`config.mk`:
```
export PLATFORM = sky130hd
export DESIGN_NAME = lsrb_bank
export DESIGN_NICKNAME = d
export VERILOG_FILES = /design/src/hw/lsrb_pkg.sv /design/src/hw/lsrb_bank.sv /design/src/hw/lsrb_lost_flag.sv
export SDC_FILE = /design/constraint.sdc
export NUM_CORES = 1
export LEC_CHECK = 0
export ABC_AREA = 1
export BUFFER_PORTS_ARGS = -buffer_cell sky130_fd_sc_hd__buf_4
export CAP_MARGIN = 20
export CORE_MARGIN = 3
export CORE_UTILIZATION = 60
export CTS_BUF_LIST = sky130_fd_sc_hd__clkbuf_8 sky130_fd_sc_hd__clkbuf_16
export DETAILED_ROUTE_END_ITERATION = 12
export PLACE_DENSITY = 0.82
export SETUP_SLACK_MARGIN = 0.02
export SKIP_CTS_REPAIR_TIMING = 1
export SLEW_MARGIN = 20
export SYNTH_ARGS = -nofsm -noshare
export SYNTH_HDL_FRONTEND = slang
export SYNTH_SLANG_ARGS = --single-unit
```
`constraint.sdc`:
```
create_clock -name i_clk -period 3.67 [get_ports i_clk]
set_input_delay 0 -clock i_clk [delete_from_list [all_inputs] [get_ports i_clk]]
set_output_delay 0 -clock i_clk [all_outputs]
set_load 0.05 [all_outputs]
```
`src/hw/lsrb_pkg.sv`:
```
// Constants, field layouts and carrier types for the lock status readback bank.
// Assumes a register port that presents a 13-bit address, byte data and strobes.
package lsrb_pkg;

    // ----------------------------------------------------------------
    // Register offsets
    // ----------------------------------------------------------------
    localparam logic [12:0] LSRB_ADDR_STATUS2_PIN   = 13'h016e;
    localparam logic [12:0] LSRB_ADDR_FIXED_A       = 13'h0171;
    localparam logic [12:0] LSRB_ADDR_FIXED_B       = 13'h0172;
    localparam logic [12:0] LSRB_ADDR_LOOP2_POWER   = 13'h0173;
    localparam logic [12:0] LSRB_ADDR_TUNING_A      = 13'h017c;
    localparam logic [12:0] LSRB_ADDR_TUNING_B      = 13'h017d;
    localparam logic [12:0] LSRB_ADDR_LOOP1_STATUS  = 13'h0182;
    localparam logic [12:0] LSRB_ADDR_LOOP2_STATUS  = 13'h0183;

    // ----------------------------------------------------------------
    // Field positions
    // ----------------------------------------------------------------
    localparam int LSRB_SEL_MSB         = 7;
    localparam int LSRB_SEL_LSB         = 3;
    localparam int LSRB_TYPE_MSB        = 2;
    localparam int LSRB_TYPE_LSB        = 0;
    localparam int LSRB_PRE_PD_BIT      = 6;
    localparam int LSRB_LOOP_PD_BIT     = 5;
    localparam int LSRB_LOST_BIT        = 2;
    localparam int LSRB_LIVE_BIT        = 1;
    localparam int LSRB_HOLD_CLEAR_BIT  = 0;

    // ----------------------------------------------------------------
    // Reset values
    // ----------------------------------------------------------------
    localparam logic [4:0] LSRB_RST_SELECT    = 5'h02;
    localparam logic [2:0] LSRB_RST_TYPE      = 3'h6;
    localparam logic [7:0] LSRB_RST_FIXED_A   = 8'h0a;
    localparam logic [7:0] LSRB_RST_FIXED_B   = 8'h00;
    localparam logic [7:0] LSRB_RST_POWER     = 8'h00;
    localparam logic [7:0] LSRB_RST_TUNING    = 8'h00;

    // ----------------------------------------------------------------
    // Source selector and drive type codes
    // ----------------------------------------------------------------
    localparam logic [4:0] LSRB_SRC_LOW        = 5'h00;
    localparam logic [4:0] LSRB_SRC_LOOP1      = 5'h01;
    localparam logic [4:0] LSRB_SRC_LOOP2      = 5'h02;
    localparam logic [4:0] LSRB_SRC_BOTH       = 5'h03;
    localparam logic [4:0] LSRB_SRC_HOLDOVER   = 5'h04;
    localparam logic [4:0] LSRB_SRC_DAC_LOCK   = 5'h05;
    localparam logic [4:0] LSRB_SRC_READBACK   = 5'h07;
    localparam logic [4:0] LSRB_SRC_DAC_RAIL   = 5'h08;
    localparam logic [4:0] LSRB_SRC_DAC_LOW    = 5'h09;
    localparam logic [4:0] LSRB_SRC_DAC_HIGH   = 5'h0a;
    localparam logic [4:0] LSRB_SRC_DIV_FIRST  = 5'h0b;
    localparam logic [4:0] LSRB_SRC_DIV_LAST   = 5'h12;
    localparam logic [2:0] LSRB_TYPE_PUSH_PULL = 3'h3;
    localparam logic [2:0] LSRB_TYPE_INVERTED  = 3'h4;
    localparam logic [2:0] LSRB_TYPE_OPEN_DRN  = 3'h6;

    // Asynchronous status levels that feed the pin selector.
    typedef struct packed {
        logic       holdover;
        logic       dac_locked;
        logic       readback;
        logic       dac_rail;
        logic       dac_low;
        logic       dac_high;
        logic [7:0] dividers;
    } lsrb_status_t;

    // Register port request.
    typedef struct packed {
        logic        wr;
        logic        rd;
        logic [12:0] addr;
        logic [7:0]  wdata;
    } lsrb_req_t;

endpackage

```
`src/hw/lsrb_bank.sv`:
```
// Register bank for lock status readback, second status pin and loop-two power.
// Assumes a byte-wide register port on i_clk; pin levels arrive asynchronously.
`timescale 1ns/1ns
`default_nettype none

module lsrb_bank
    import lsrb_pkg::*;
(
    input  wire logic         i_clk,
    input  wire logic         i_srst,
    input  wire lsrb_req_t    i_req,
    input  wire logic         i_loop1_lock,
    input  wire logic         i_loop2_lock,
    input  wire lsrb_status_t i_status,
    output logic [7:0]        o_rdata,
    output logic              o_pin_two_out,
    output logic              o_pin_two_oe,
    output logic              o_prescaler_pd,
    output logic              o_loop2_pd
);

    logic [4:0]   select_q;
    logic [2:0]   dtype_q;
    logic [7:0]   fixed_a_q;
    logic [7:0]   fixed_b_q;
    logic         pre_pd_q;
    logic         loop_pd_q;
    logic [7:0]   tuning_a_q;
    logic [7:0]   tuning_b_q;
    logic         hold1_q;
    logic         hold2_q;
    logic [7:0]   rdata_q;
    logic         pin_out_q;
    logic         pin_oe_q;
    lsrb_status_t st_s1_q;
    lsrb_status_t st_s2_q;
    logic         live1;
    logic         lost1;
    logic         live2;
    logic         lost2;
    logic         src_level;
    logic [7:0]   rd_mux;

    // ----------------------------------------------------------------
    // Lost-flag trackers
    // ----------------------------------------------------------------
    lsrb_lost_flag u_loop1 (
        .i_clk        (i_clk),
        .i_srst       (i_srst),
        .i_lock_async (i_loop1_lock),
        .i_hold_clear (hold1_q),
        .o_live       (live1),
        .o_lost       (lost1)
    );

    lsrb_lost_flag u_loop2 (
        .i_clk        (i_clk),
        .i_srst       (i_srst),
        .i_lock_async (i_loop2_lock),
        .i_hold_clear (hold2_q),
        .o_live       (live2),
        .o_lost       (lost2)
    );

    // ----------------------------------------------------------------
    // Register writes
    // ----------------------------------------------------------------
    // Fixed and tuning values are stored as written; correct values are
    // software's duty, the bank enforces none of them.
    always_ff @(posedge i_clk) begin
        if (i_srst) begin
            select_q   <= LSRB_RST_SELECT;
            dtype_q    <= LSRB_RST_TYPE;
            fixed_a_q  <= LSRB_RST_FIXED_A;
            fixed_b_q  <= LSRB_RST_FIXED_B;
            pre_pd_q   <= LSRB_RST_POWER[LSRB_PRE_PD_BIT];
            loop_pd_q  <= LSRB_RST_POWER[LSRB_LOOP_PD_BIT];
            tuning_a_q <= LSRB_RST_TUNING;
            tuning_b_q <= LSRB_RST_TUNING;
            hold1_q    <= 1'b0;
            hold2_q    <= 1'b0;
        end else if (i_req.wr) begin
            case (i_req.addr)
                LSRB_ADDR_STATUS2_PIN: begin
                    select_q <= i_req.wdata[LSRB_SEL_MSB:LSRB_SEL_LSB];
                    dtype_q  <= i_req.wdata[LSRB_TYPE_MSB:LSRB_TYPE_LSB];
                end
                LSRB_ADDR_FIXED_A: begin
                    fixed_a_q <= i_req.wdata;
                end
                LSRB_ADDR_FIXED_B: begin
                    fixed_b_q <= i_req.wdata;
                end
                LSRB_ADDR_LOOP2_POWER: begin
                    pre_pd_q  <= i_req.wdata[LSRB_PRE_PD_BIT];
                    loop_pd_q <= i_req.wdata[LSRB_LOOP_PD_BIT];
                end
                LSRB_ADDR_TUNING_A: begin
                    tuning_a_q <= i_req.wdata;
                end
                LSRB_ADDR_TUNING_B: begin
                    tuning_b_q <= i_req.wdata;
                end
                LSRB_ADDR_LOOP1_STATUS: begin
                    hold1_q <= i_req.wdata[LSRB_HOLD_CLEAR_BIT];
                end
                LSRB_ADDR_LOOP2_STATUS: begin
                    hold2_q <= i_req.wdata[LSRB_HOLD_CLEAR_BIT];
                end
                default: begin
                end
            endcase
        end
    end

    // ----------------------------------------------------------------
    // Read path
    // ----------------------------------------------------------------
    always_comb begin
        rd_mux = 8'h00;
        case (i_req.addr)
            LSRB_ADDR_STATUS2_PIN: begin
                rd_mux[LSRB_SEL_MSB:LSRB_SEL_LSB]   = select_q;
                rd_mux[LSRB_TYPE_MSB:LSRB_TYPE_LSB] = dtype_q;
            end
            LSRB_ADDR_FIXED_A: begin
                rd_mux = fixed_a_q;
            end
            LSRB_ADDR_FIXED_B: begin
                rd_mux = fixed_b_q;
            end
            LSRB_ADDR_LOOP2_POWER: begin
                rd_mux[LSRB_PRE_PD_BIT]  = pre_pd_q;
                rd_mux[LSRB_LOOP_PD_BIT] = loop_pd_q;
            end
            LSRB_ADDR_TUNING_A: begin
                rd_mux = tuning_a_q;
            end
            LSRB_ADDR_TUNING_B: begin
                rd_mux = tuning_b_q;
            end
            LSRB_ADDR_LOOP1_STATUS: begin
                rd_mux[LSRB_LOST_BIT]       = lost1;
                rd_mux[LSRB_LIVE_BIT]       = live1;
                rd_mux[LSRB_HOLD_CLEAR_BIT] = hold1_q;
            end
            LSRB_ADDR_LOOP2_STATUS: begin
                rd_mux[LSRB_LOST_BIT]       = lost2;
                rd_mux[LSRB_LIVE_BIT]       = live2;
                rd_mux[LSRB_HOLD_CLEAR_BIT] = hold2_q;
            end
            default: begin
                rd_mux = 8'h00;
            end
        endcase
    end

    // Read data is registered, so it appears the cycle after the strobe.
    always_ff @(posedge i_clk) begin
        if (i_srst) begin
            rdata_q <= 8'h00;
        end else if (i_req.rd) begin
            rdata_q <= rd_mux;
        end
    end

    // ----------------------------------------------------------------
    // Pin source selection
    // ----------------------------------------------------------------
    always_ff @(posedge i_clk) begin
        if (i_srst) begin
            st_s1_q <= '0;
            st_s2_q <= '0;
        end else begin
            st_s1_q <= i_status;
            st_s2_q <= st_s1_q;
        end
    end

    // Divider outputs are only sampled at i_clk; fast dividers alias. The
    // loop-two reference codes rely on software keeping the first pin's
    // selector off its loop-two sources.
    always_comb begin
        src_level = 1'b0;
        case (select_q)
            LSRB_SRC_LOW:      src_level = 1'b0;
            LSRB_SRC_LOOP1:    src_level = live1;
            LSRB_SRC_LOOP2:    src_level = live2;
            LSRB_SRC_BOTH:     src_level = live1 & live2;
            LSRB_SRC_HOLDOVER: src_level = st_s2_q.holdover;
            LSRB_SRC_DAC_LOCK: src_level = st_s2_q.dac_locked;
            LSRB_SRC_READBACK: src_level = st_s2_q.readback;
            LSRB_SRC_DAC_RAIL: src_level = st_s2_q.dac_rail;
            LSRB_SRC_DAC_LOW:  src_level = st_s2_q.dac_low;
            LSRB_SRC_DAC_HIGH: src_level = st_s2_q.dac_high;
            default: begin
                if (select_q >= LSRB_SRC_DIV_FIRST && select_q <= LSRB_SRC_DIV_LAST) begin
                    src_level = st_s2_q.dividers[3'(select_q - LSRB_SRC_DIV_FIRST)];
                end
            end
        endcase
    end

    // Reserved drive types leave the pin undriven.
    always_ff @(posedge i_clk) begin
        if (i_srst) begin
            pin_out_q <= 1'b0;
            pin_oe_q  <= 1'b0;
        end else begin
            case (dtype_q)
                LSRB_TYPE_PUSH_PULL: begin
                    pin_out_q <= src_level;
                    pin_oe_q  <= 1'b1;
                end
                LSRB_TYPE_INVERTED: begin
                    pin_out_q <= ~src_level;
                    pin_oe_q  <= 1'b1;
                end
                LSRB_TYPE_OPEN_DRN: begin
                    pin_out_q <= 1'b0;
                    pin_oe_q  <= ~src_level;
                end
                default: begin
                    pin_out_q <= 1'b0;
                    pin_oe_q  <= 1'b0;
                end
            endcase
        end
    end

    assign o_rdata        = rdata_q;
    assign o_pin_two_out  = pin_out_q;
    assign o_pin_two_oe   = pin_oe_q;
    assign o_prescaler_pd = pre_pd_q;
    assign o_loop2_pd     = loop_pd_q;

endmodule

`default_nettype wire

```
`src/hw/lsrb_lost_flag.sv`:
```
// Sticky lock-lost flag with live readback for one loop.
// Assumes the lock indication arrives asynchronously to i_clk.
`timescale 1ns/1ns
`default_nettype none

module lsrb_lost_flag
    import lsrb_pkg::*;
(
    input  wire logic i_clk,
    input  wire logic i_srst,
    input  wire logic i_lock_async,
    input  wire logic i_hold_clear,
    output logic      o_live,
    output logic      o_lost
);

    logic sync1_q;
    logic sync2_q;
    logic prev_q;
    logic lost_q;

    // ----------------------------------------------------------------
    // Synchroniser and edge history
    // ----------------------------------------------------------------
    always_ff @(posedge i_clk) begin
        if (i_srst) begin
            sync1_q <= 1'b0;
            sync2_q <= 1'b0;
            prev_q  <= 1'b0;
        end else begin
            sync1_q <= i_lock_async;
            sync2_q <= sync1_q;
            prev_q  <= sync2_q;
        end
    end

    // ----------------------------------------------------------------
    // Sticky flag
    // ----------------------------------------------------------------
    // Only a true high-to-low transition sets the flag, so releasing the
    // hold while the lock is already low leaves it clear.
    always_ff @(posedge i_clk) begin
        if (i_srst) begin
            lost_q <= 1'b0;
        end else if (i_hold_clear) begin
            lost_q <= 1'b0;
        end else if (prev_q && !sync2_q) begin
            lost_q <= 1'b1;
        end
    end

    assign o_live = sync2_q;
    assign o_lost = lost_q;

endmodule

`default_nettype wire

```
# After elaboration in Yosys (flattened, before gate mapping)
# Index checks and enable logic that the tools add are counted.
word_totals:
  output_inout_bits: 12
  inputBits: 41
  word_cells: 88
  reg_bits: 90
classes:
  order_cmp: 3
  reduce_logical: 17
  eq_ne: 20
  addsub: 1
  muxes: 10
  bitwise: 2
op_table:
  columns: ["operator", "n"]
  rows:
  - ["$eq A13 B9 Y1 const B", 8]
  - ["$pmux W3 S7", 1]
  - ["$reduce_and A2 Y1", 8]
  - ["$eq A5 B3 Y1 const B", 3]
  - ["$eq A5 B4 Y1 const B", 3]
  - ["$pmux W2 S6", 1]
  - ["$eq A5 B2 Y1 const B", 2]
  - ["$pmux W1 S10", 1]
  - ["$pmux W2 S5", 1]
  - ["$eq A3 B3 Y1 const B", 2]
  - ["$reduce_or A2 Y1", 3]
  - ["$eq A5 B1 Y1 const B", 1]
  - ["$ge A5 B4 Y1 const B", 1]
  - ["$le A5 B5 Y1 const B", 1]
  - ["$logic_not A5 Y1", 1]
  - ["$pmux W1 S5", 1]
  - ["$lt A3 B4 Y1 const B", 1]
  - ["$pmux W1 S2", 2]
  - ["$bmux W1 S3", 1]
  - ["$eq A3 B2 Y1 const B", 1]
  - ["$logic_and A1 B1 Y1", 3]
  - ["$sub A3 B2 Y3 const B", 1]
  - ["$logic_not A1 Y1", 2]
  - ["$mux W1", 2]
  - ["other kinds (2)", 2]

# Longest topological paths before layout
# Gate-level depths: netlist of run 1.
logic_depth:
  ltp_word: 7
  ltp_mapped: 11
  ltp_nobuf: 11

# Hierarchy
# A second synthesis of run 1 with hierarchy kept.
unflattened:
  cells_unflattened: 571
  area_unflattened_um2: 4147.7
modules_own_cells:
  columns: ["mod", "cells_per_inst", "area_per_inst_um2", "instances"]
  rows:
  - ["lsrb_bank", 539, 3887.5, 1]
  - ["lsrb_lost_flag", 16, 130.1, 2]

# Worst setup path after synthesis of run 1
# Ideal clock, no wire load.
synth_path:
  path_type: "reg-to-reg"
  start: "register select_q[0]"
  end: "register pin_oe_q, in the netlist o_pin_two_oe"
  path_slack_ns: 2.109
  synth_period_minus_slack_ns: 1.561
  required_ns: 3.538
  setup_time_ns: 0.132
  path_buffers: 0
  arrival_time_ns: 1.429
  path_stages_with_launch: 10
  path_cell_list: "dfxtp_1 > inv_1 > ha_1 > nand3b_1 > nand3_1 > nand2_1 > nor2_1 > nand2_1 > nand3_1 > a21oi_1"
synth_via:
  elab_chain_len: 7
  elab_cells_between_ends: 20
synth_lines:
  columns: ["element", "line_no", "rtl"]
  rows:
  - ["from (decl)", "lsrb_bank.sv:22", "logic [4:0] select_q;"]
  - ["from (signal assigned)", "lsrb_bank.sv:85", "select_q <= i_req.wdata[LSRB_SEL_MSB:LSRB_SEL_LSB];"]
  - ["$sub A3 B2 Y3", "lsrb_bank.sv:198", "src_level = st_s2_q.dividers[3'(select_q - LSRB_SRC_DIV_FIRST)];"]
  - ["$bmux W1 S3", "lsrb_bank.sv:198", null]
  - ["$mux W1 (implied by the code)", "lsrb_bank.sv:198", null]
  - ["$mux W1", "lsrb_bank.sv:197", "if (select_q >= LSRB_SRC_DIV_FIRST && select_q <= LSRB_SRC_DIV_LAST) begin"]
  - ["$pmux W1 S10 (*)", "lsrb_bank.sv:185", "case (select_q)"]
  - ["$not A1 Y1 (*)", "lsrb_bank.sv:221", "pin_oe_q <= ~src_level;"]
  - ["$pmux W1 S2 (*)", "lsrb_bank.sv:210", "case (dtype_q)"]
  - ["to (signal assigned)", "lsrb_bank.sv:221", null]
  - ["to (decl)", "lsrb_bank.sv:34", "logic pin_oe_q;"]
# Mark *: on every way between the ends. The rest lies on a longest branch, timed or not. The select of a mux whose other input is x is not followed.
# A chain may end at the register's enable or synchronous reset.

# Worst setup path in the final report of run 1
# Ends and elaborated chain as after synthesis.

==> results of run 1 <==
==> worst max-delay path by stage <==
stage | start | cells after the start | slack [ps] | endpoint
global placement | select_q[0] | 9 | 1790 | o_pin_two_out
CTS | select_q[0] | 9 | 1700 | o_pin_two_oe
global route | select_q[0] | 9 | 1500 | o_pin_two_oe
detailed placement | select_q[0] | 9 | 1710 | o_pin_two_oe
floorplan | select_q[0] | 9 | 2110 | o_pin_two_oe
finish | select_q[0] | 9 | 1680 | o_pin_two_oe
==> cell type report <==
cell class | instances | area [sq um]
clock inverter | 6 | 107.6
inverter | 91 | 341.6
clock buffer | 9 | 123.9
fill | 490 | 1541
sequential | 90 | 1802
multi-input combinational | 355 | 1769
tap | 77 | 96.34
timing repair buffer | 77 | 640.6
==> placed cells by master, fill, tap and decap left out, drive strengths merged <==
cell type and instances:
buf 52, xnor2 1, o211ai 4, a21oi 50, nand3b 1, dlygate4sd3 25, ha 4, nand4 6
nor2 83, clkbuf 9, clkinv 2, xor2 1, bufinv 3, nor3 13, or2 2, nand2 73
nand3 66, dfxtp 90, inv 92, o21ai 50, and2 1
==> worst max-delay path: stages, from the launching register on <==
cell,delay [ps]
dfxtp_1,530
inv_1,230
ha_1,300
nand3_1,90
nand2_1,50
nand2_1,70
nand2_1,80
nor3_1,270
nand3_1,110
a21oi_1,180
==> state kept, by name (all words and copies together), names as in the netlist, 3 cells and up <==
name and flops:
o_rdata 8, st_s1_q 14, tuning_b_q 8, tuning_a_q 8
select_q 5, st_s2_q 14, fixed_b_q 8, dtype_q 3
fixed_a_q 8
==> layer usage <==
metal,track usage,wire (um)
met5,0,0
met4,0.08368,154
met3,0.05738,678
met2,0.3774,4417
met1,0.3275,4193
==> synth_stat cells <==
master / count
nor3_1: 12
nand3b_1: 1
xnor2_1: 1
or2_2: 2
and2_1: 1
o21ai_1: 8
buf_6: 3
o21ai_0: 40
clkbuf_1: 8
nand2_1: 68
inv_1: 88
nand3_1: 66
buf_1: 2
nand4_4: 1
nor3_4: 1
nand4_1: 5
a21oi_2: 4
nand2_2: 4
inv_2: 3
nor2_1: 71
buf_8: 1
o211ai_1: 4
a21oi_1: 46
nor2_4: 6
dfxtp_1: 90
nor2_2: 6
ha_1: 4
nand2_4: 1
buf_2: 4
buf_4: 2
xor2_1: 1
o21ai_2: 2
==> per-stage QoR <==
step | instance area (sq um) | instances | setup WS [ps] | total power [W] | util
finish | 4881 | 705 | 1676 | 0.001939 | 0.7600
detailed placement | 4399 | 665 | 1712 | 0.001161 | 0.6850
global route | 4881 | 705 | 1499 | 0.002009 | 0.7600
floorplan | 4034 | 556 | 2109 | 0.001099 | -
CTS | 4631 | 680 | 1703 | 0.001925 | 0.7210
global placement | 4399 | 665 | 1791 | 0.001157 | 0.6850
==> power by group <==
group          switching (W)  total (W)  leakage [nW]  internal [W]
registers         0.00000735    0.00100         0.734      0.000997
logic              0.0000883   0.000157          1.36     0.0000690
clock network       0.000332   0.000778         0.120      0.000446
==> logic make-up (layout without fill, tap and decap cells) <==
kind of cell	Yosys count	after routing	synth area share
fa+ha+maj	4	4	0.01241
compound gates	104	104	0.1371
simple gates	245	245	0.2847
flops	90	90	0.4467
buf+inv	111	183	0.1148
xor+xnor	2	2	0.004343
==> flow_metrics.env, run 1 <==
export IMPL_fin_tns_setup_ps=0
export IMPL_rows=29
export IMPL_antenna_cells=0
export IMPL_tightest_slew_ps=621.7
export IMPL_hp_class="primary input to flop"
export IMPL_slew_viol_final=0
export IMPL_syn_num_nets=601
export IMPL_yosys_warnings=0
export IMPL_yosysTopAreaCell="dfxtp_1"
export IMPL_wl_per_cell_um=13.39
export IMPL_status="finished clean"
export IMPL_ys_types=32
export IMPL_cts_sink_count=90
export IMPL_drc=0
export IMPL_netlist_area_sq_um=4034
export IMPL_area_growth_synth_to_final_pct=21.00
export IMPL_die_area_sq_um=7743
export IMPL_drtPass1Iterations=6
export IMPL_nets=669
export IMPL_rr_endpoint="o_pin_two_oe"
export IMPL_drt_initial_drc_count=361
export IMPL_avgSynthCellArea_sq_um=7.255
export IMPL_path_max_fanout=9
export IMPL_yosysSeqAreaShare=0.4467
export IMPL_dpl_hpwl_mm=6.493
export IMPL_rsz0062_at_grt="no"
export IMPL_post_route_cells_drive_above_1_share=0.1545
export IMPL_min_to="hold2_q"
export IMPL_grt_first_pass_wirelength_mm=14.52
export IMPL_hold_viol=0
export IMPL_slew_headroom=0.5849
export IMPL_maxCapViolCount=0
export IMPL_cp_start_kind="flop"
export IMPL_finalWeightedCongestion=0.8904
export IMPL_vias=3755
export IMPL_antenna_found_initial=0
export IMPL_grt_overflow=0
export IMPL_synth_area_leaders="dfxtp_1 45%, inv_1 8.2%, nand3_1 8.2%"
export IMPL_power_density_nw_per_um2=397.3
export IMPL_ios=53
export IMPL_period_needed_ps=1994
export IMPL_worstRegToRegCells=9
export IMPL_fmax_mhz=501.4
export IMPL_numCtsBuffers=9
export IMPL_timing_final_crit_share=0.5434
export IMPL_syn_inst=556
export IMPL_finClkSkew_ps=10.66
export IMPL_worstPathArrival_ps=2270
export IMPL_grt_pass1_vias=3143
export IMPL_fin_hold_ws_ps=17.27
export IMPL_clock_latency_ps=350
export IMPL_h_tree_depth=3
export IMPL_endpoint_kind="flop"
export IMPL_drtAntennaViolNets=0
export IMPL_clockBufferDepth=2
export IMPL_crit_required_ps=3950
export IMPL_clk_pin_slew_worst_paths_ps=90
export IMPL_die_w_um=88.00
export IMPL_port_buffer_count=52
export IMPL_cts_root_buf="clkbuf_8"
export IMPL_grt_max_degree=47
export IMPL_die_h_um=88.00
export IMPL_min_path_cells=3
export IMPL_peakVddDrop_mv=0.2989
export IMPL_tritoncts="built"
export IMPL_drt_wl_total_mm=9.443
export IMPL_gr_usage_all_layers=0.2416
export IMPL_finalSetupViolCount=0
export IMPL_power_leakage_nw=2.216
export IMPL_synth_top_area_share=0.4467
export IMPL_initial_core_util=0.6281
export IMPL_vias_per_cell=5.326
export IMPL_timing_rr_start="select_q[0]"
export IMPL_synth_seq_cells=90
export IMPL_min_from="i_req[22]"
export IMPL_path_class="flop to flop"
export IMPL_ff2ff_setup_slack_ps=1680
export IMPL_coreArea_sq_um=6422
(Power assumes the default switching activity.)
==> run 2, diff against run 1 <==
Settings changed: ABC_AREA 1 to 0, CORE_UTILIZATION 60 to 51, PLACE_DENSITY 0.82 to 0.75.
Clock period 3.67 ns to 1.7 ns, I/O delays scaled along.
==> run 2 against run 1 <==
The run now ends with negative setup slack left. Via count shrank 15%. Synthesized cell count down 31%. Clock skew down 0.92 ps. Routed wire length decreased by 7.0%. Critical path depth down 2. Utilization decreased by 3.2 points. Non-clock buffer count increased by 39.
==> flow_metrics.env, run 2 <==
export IMPL_yosysMostFrequentCell="dfxtp_1"
export IMPL_antenna_found_initial=0
export IMPL_endpoint_kind="flop"
export IMPL_power_density_nw_per_um2=781.8
export IMPL_synth_top_area_share=0.4906
export IMPL_p_sw_frac=0.2443
export IMPL_avgSynthCellArea_sq_um=9.514
export IMPL_violations="negative setup slack"
export IMPL_rows=30
export IMPL_power_leakage_nw=2.057
export IMPL_drtAntennaViolNets=0
export IMPL_crit_slowest_cell="mux4_2"
export IMPL_route_met2_wl_mm=4.164
export IMPL_hp_class="primary input to flop"
export IMPL_die_h_um=90.86
export IMPL_timing_final_crit_share=1.154
export IMPL_synth_main_ff_cell="dfxtp_1"
export IMPL_crit_family="multiplexers"
export IMPL_p_comb_frac=0.088
export IMPL_post_route_cells_drive_above_1_share=0.2722
export IMPL_syn_num_nets=431
export IMPL_drt_wl_total_mm=8.784
export IMPL_yosys_warnings=0
export IMPL_p_total_w=0.003912
export IMPL_tightest_slew_ps=388.0
export IMPL_dp_cells=546
export IMPL_antenna_cells=0
export IMPL_drt_initial_drc_count=186
export IMPL_vias_per_cell=5.399
export IMPL_dpl_hpwl_mm=5.894
export IMPL_area_growth_synth_to_final_pct=36.25
export IMPL_status="finished, violations left"
export IMPL_grt_overflow=0
export IMPL_slew_viol_final=0
export IMPL_ff2ff_setup_slack_ps=-260
export IMPL_yosysSeqAreaShare=0.4906
export IMPL_tritoncts="built"
export IMPL_finalWeightedCongestion=0.8536
export IMPL_placed_area_sq_um=4380
export IMPL_synth_seq_cells=90
export IMPL_top_layer="met4"
export IMPL_cts_sink_count=90
export IMPL_clk_pin_slew_worst_paths_ps=90
export IMPL_rr_endpoint="o_pin_two_out"
export IMPL_nets=536
export IMPL_slew_headroom=0.7414
export IMPL_coreArea_sq_um=6869
export IMPL_wl_met1_mm=3.800
export IMPL_slowest_delay_ps=480
export IMPL_netlist_area_sq_um=3672
export IMPL_yosysTopAreaCell="dfxtp_1"
export IMPL_clock_latency_ps=350
export IMPL_ys_types=48
export IMPL_power_frac_clock=0.358
export IMPL_fin_hold_ws_ps=3.532
export IMPL_finClkSkew_ps=9.737
export IMPL_grt_max_degree=41
export IMPL_worstRegToRegCells=7
export IMPL_wl_per_cell_um=14.84
export IMPL_grt_first_pass_wirelength_mm=13.71
export IMPL_ios=53
export IMPL_crit_required_ps=1940
export IMPL_async_flop_share=0
export IMPL_cp_start_kind="flop"
export IMPL_final_common_cell="dfxtp_1"
export IMPL_period_needed_ps=1961
export IMPL_syn_inst=386
export IMPL_die_area_sq_um=8255
export IMPL_timing_rr_start="select_q[0]"
export IMPL_drtPass1Iterations=6
export IMPL_vias=3196
export IMPL_hold_viol=0
export IMPL_finalWorstSetupSlack_ps=-261.1
export IMPL_port_buffer_count=52
export IMPL_finalNonFillerCells=592
export IMPL_min_to="u_loop2.prev_q"
export IMPL_drc=0
export IMPL_clockBufferDepth=2
export IMPL_synth_area_leaders="dfxtp_1 49%, mux2i_1 9.3%, nor2b_1 5.5%"
export IMPL_final_cell_mix="88 x dfxtp_1, 82 x buf_4, 41 x nor2_1, 34 x mux2i_1, 32 x nor2b_1"
export IMPL_synth_edff_count=0
export IMPL_fin_tns_setup_ps=-513.2
export IMPL_maxCapViolCount=0
export IMPL_seqPwrFrac=0.554
export IMPL_reg_top3="st_s1_q (14), st_s2_q (14)"
export IMPL_path_buf_inv=3
export IMPL_min_from="i_srst"
export IMPL_h_tree_depth=3
export IMPL_synthTopCellsByCount="90 x dfxtp_1, 42 x nor2_1, 34 x mux2i_1"
export IMPL_p_int_w=0.002956
export IMPL_switchingPower_w=0.0009555
export IMPL_cts_root_buf="clkbuf_8"
export IMPL_stdcell_area_sq_um=5004
export IMPL_numCtsBuffers=9
export IMPL_die_w_um=90.86
export IMPL_finalSetupViolCount=2
export IMPL_path_max_fanout=5
export IMPL_rsz0062_at_grt="yes"
export IMPL_path_class="flop to flop"
export IMPL_gr_usage_all_layers=0.2064
export IMPL_fmax_mhz=509.9
export IMPL_grt_pass1_vias=2917
export IMPL_worstPathCellList="buf_6 -> buf_6 -> mux4_2 -> mux2_4 -> a22o_4 -> buf_6 -> mux2i_1"
export IMPL_initial_core_util=0.5346
export IMPL_worstPathArrival_ps=2200
export IMPL_wl_met3_um=544
export IMPL_min_path_cells=2
export IMPL_peakVddDrop_mv=0.4760
export IMPL_cp_common_cell="buf_6"
## run 2: changes by cell type after synthesis, moves of 6 or more
cell,previous run,this run
a21oi_1,46,21
nor2_2,6,0
a22oi_1,0,12
nor2_4,6,0
a222oi_1,0,7
mux2i_1,0,34
o21ai_0,40,1
nor2b_1,0,32
o21ai_1,8,0
nor2_1,71,42
nand2_1,68,29
inv_1,88,10
clkbuf_1,8,14
nand3_1,66,19
## run 2: how the worst max path moves through the flow
| stage | start | to | slack [ps] | cells after the start |
|---|---|---|---|---|
| 2_1_floorplan | i_req[19] | fixed_a_q[1] | -270 | 7 |
| 3_3_place_gp | i_req[19] | o_rdata[4] | -450 | 7 |
| 3_5_place_dp | i_req[19] | o_rdata[7] | -440 | 7 |
| 4_1_cts | select_q[0] | o_pin_two_oe | -240 | 6 |
| 5_1_grt | select_q[0] | o_pin_two_out | -320 | 7 |
| 6_report | select_q[0] | o_pin_two_out | -260 | 7 |
## run 2: worst register-to-register path: stages (launching register included)
cell	delay [ps]
dfxtp_4	400
buf_6	120
buf_6	80
mux4_2	480
mux2_4	270
a22o_4	270
buf_6	120
mux2i_1	100
## run 2: layout make-up
| cell class | count | area [sq um] |
|---|---|---|
| fillers | 491 | 1866 |
| clock inverters | 6 | 47.55 |
| well taps | 96 | 120.1 |
| flip-flops and latches | 90 | 1807 |
| inverters | 11 | 43.79 |
| multi-input cells | 263 | 1867 |
| clock buffers | 10 | 148.9 |
| repair buffers | 116 | 969.7 |
## run 2: power groups by stage
stage,Sequential (W),Clock (W),Combinational (W)
after floorplan,0.00223,0,0.000119
after global placement,0.00221,0,0.000279
after detailed placement,0.00221,0,0.000284
after CTS,0.00216,0.00142,0.000286
after global routing,0.00217,0.00151,0.000374
final,0.00217,0.00140,0.000346
## run 2: per-stage QoR
step / worst slack [ps] / utilization
5_1_grt: -323.6 / 0.7284
4_1_cts: -243.7 / 0.6663
2_1_floorplan: -271.2 / -
3_5_place_dp: -439.0 / 0.6377
6_report: -261.1 / 0.7284
3_3_place_gp: -448.0 / 0.6377
## run 2: layer usage
layer  GRT usage  vias up
li1            -     1590
met1      0.2642     1465
met2      0.3224      118
met3     0.04083       23
met4      0.1219        0
met5           0        -
## run 2: cells by family (layout without fill, tap and decap cells)
logic type | after synthesis | count (layout) | share of synthesized area
AO/OA/AOI/OAI | 63 | 63 | 0.1220
XOR/XNOR | 1 | 1 | 0.002385
adder cells (fa/ha/maj) | 4 | 4 | 0.01363
buffers and inverters | 33 | 143 | 0.03782
flip-flops | 90 | 90 | 0.4906
multiplexers | 38 | 38 | 0.1111
AND/OR/NAND/NOR | 157 | 157 | 0.2225
==> run 3, diff against run 2 <==
Settings changed: ABC_AREA 0 to 1, CELL_PAD_IN_SITES_DETAIL_PLACEMENT set to 0, CELL_PAD_IN_SITES_GLOBAL_PLACEMENT set to 2, CORE_UTILIZATION 51 to 29, PLACE_DENSITY 0.75 to unset, PLACE_DENSITY_LB_ADDON set to 0.1.
==> run 3 against run 2 <==
The run ends with negative hold slack left. Critical endpoint unchanged. Maximum frequency up 26%. Highest routed layer unchanged. Routed wire length increased by 28%. Worst hold slack lost 36 ps. Largest cell class unchanged. Sequential power about the same. Total power increased by 15%. Flip-flop and latch count stayed put. Sequential share of layout area down 1.9 points. Register-to-register slack improved by 410 ps. Non-clock buffer count shrank 22. Via count rose by 17%.
==> flow_metrics.env, run 3 (synthesis gave the netlist of run 1 again) <==
export IMPL_status="finished, violations left"
export IMPL_violations="negative hold slack"
export IMPL_antenna_cells=0
export IMPL_clock_latency_ps=340
export IMPL_stdcell_area_sq_um=5271
export IMPL_maxCapViolCount=0
export IMPL_finalNonFillerCells=820
export IMPL_dpl_hpwl_mm=8.083
export IMPL_endpoint_kind="flop"
export IMPL_grt_first_pass_wirelength_mm=17.57
export IMPL_slowest_delay_ps=360
export IMPL_path_class="flop to flop"
export IMPL_port_buffer_count=52
export IMPL_clk_pin_slew_worst_paths_ps=60
export IMPL_slew_viol_final=0
export IMPL_numCtsBuffers=9
export IMPL_power_leakage_nw=2.347
export IMPL_die_area_sq_um=15360
export IMPL_finClkSkew_ps=5.776
export IMPL_grt_pass1_vias=3351
export IMPL_die_w_um=123.9
export IMPL_hp_class="primary input to flop"
export IMPL_cp_start_kind="flop"
export IMPL_finalWeightedCongestion=0.7802
export IMPL_grt_overflow=0
export IMPL_cts_root_buf="clkbuf_16"
export IMPL_post_route_cells_drive_above_1_share=0.1925
export IMPL_finalWorstSetupSlack_ps=147.4
export IMPL_crit_required_ps=1970
export IMPL_area_growth_synth_to_final_pct=30.68
export IMPL_power_density_nw_per_um2=855.5
export IMPL_crit_slowest_cell="dfxtp_2"
export IMPL_peakVddDrop_mv=0.5728
export IMPL_rows=42
export IMPL_fmax_mhz=644.1
export IMPL_timing_final_crit_share=0.9133
export IMPL_clockBufferDepth=2
export IMPL_min_from="i_req[3]"
export IMPL_crit_family="simple AND/OR/NAND/NOR gates"
export IMPL_wl_per_cell_um=13.75
export IMPL_path_max_fanout=5
export IMPL_rsz0062_at_grt="no"
export IMPL_nets=686
export IMPL_ios=53
export IMPL_vias=3736
export IMPL_placed_area_sq_um=4703
export IMPL_drt_wl_total_mm=11.28
export IMPL_antenna_found_initial=0
export IMPL_die_h_um=123.9
export IMPL_finalSetupViolCount=0
export IMPL_final_cell_mix="87 x inv_1, 87 x dfxtp_1, 69 x nor2_1, 68 x nand2_1, 68 x buf_4"
export IMPL_tritoncts="built"
export IMPL_vias_per_cell=4.556
export IMPL_path_buf_inv=3
export IMPL_initial_core_util=0.3010
export IMPL_reg_top3="st_s1_q (14), st_s2_q (14)"
export IMPL_tightest_slew_ps=423.7
export IMPL_fin_hold_ws_ps=-32.73
export IMPL_gr_usage_all_layers=0.1521
export IMPL_slew_headroom=0.7169
export IMPL_worstPathCellList="inv_2 -> ha_1 -> inv_1 -> nor2_2 -> nand2_1 -> and2_1 -> nand3_1 -> inv_1 -> nand2_1 -> nand3_1 -> a21oi_1"
export IMPL_h_tree_depth=3
export IMPL_grt_max_degree=46
export IMPL_fin_tns_setup_ps=0
export IMPL_timing_rr_start="select_q[1]"
export IMPL_post_place_ws_ps=80.20
export IMPL_hold_viol=3
export IMPL_crit_path_start="select_q[1]"
export IMPL_drtPass1Iterations=5
export IMPL_period_needed_ps=1553
export IMPL_coreArea_sq_um=13400
export IMPL_drt_initial_drc_count=213
export IMPL_p_total_w=0.004509
export IMPL_dp_cells=783
export IMPL_worstPathArrival_ps=1820
export IMPL_cts_sink_count=90
export IMPL_drc=0
export IMPL_drtAntennaViolNets=0
[run 3: cell types whose count changed in the layout (fill, tap and decap cells not counted), sizes merged, moves of 7 or more]
cell	previous run	this run
a22oi	12	0
buf	91	71
inv	13	92
nor2b	32	0
a222oi	7	0
nor2	42	83
nand2	29	73
mux2i	34	0
a21oi	21	50
o21ai	1	50
nand3	19	66
[run 3: layout make-up]
cell class              count  area [sq um]
clock inverters             3         41.29
inverters                  91         341.6
clock buffers              11         252.7
multi-input cells         355          1809
flip-flops and latches     90          1805
well taps                 176         220.2
fillers                  1420          8129
repair buffers             94         800.8
[run 3: power breakdown]
group	internal (W)	switching [W]
registers	0.00215	0.0000152
logic	0.000156	0.000191
clock network	0.00120	0.000795
[run 3: metal layers]
layer  up-vias  track usage  part of all wire
met5         -            0                 0
met4         0      0.04723             0.013
met3        12      0.03996             0.039
met2        60       0.2528              0.50
met1      1720       0.1931              0.45
li1       1944            -                 -
[run 3: worst paths after layout]
| kind | end | slack, ps | cells past startpoint |
|---|---|---|---|
| setup / recovery | o_pin_two_out | 150 | 11 |
| hold / removal | fixed_b_q[3] | -30 | 3 |
| setup reg to reg | o_pin_two_out | 150 | 11 |
| hold reg to reg | st_s2_q[1] | 400 | 2 |
[run 3: per-stage QoR]
step	utilization	hold WS, ps
after floorplan	-	107.0
after global placement	0.3510	199.3
after detailed placement	0.3510	205.9
after CTS	0.3729	-158.9
after global routing	0.3934	7.240
final	0.3934	-32.73
[run 3: tightest hold or removal path, stage by stage]
cell and delay (ps):
buf_4 80, o21ai_0 70, a21oi_1 110
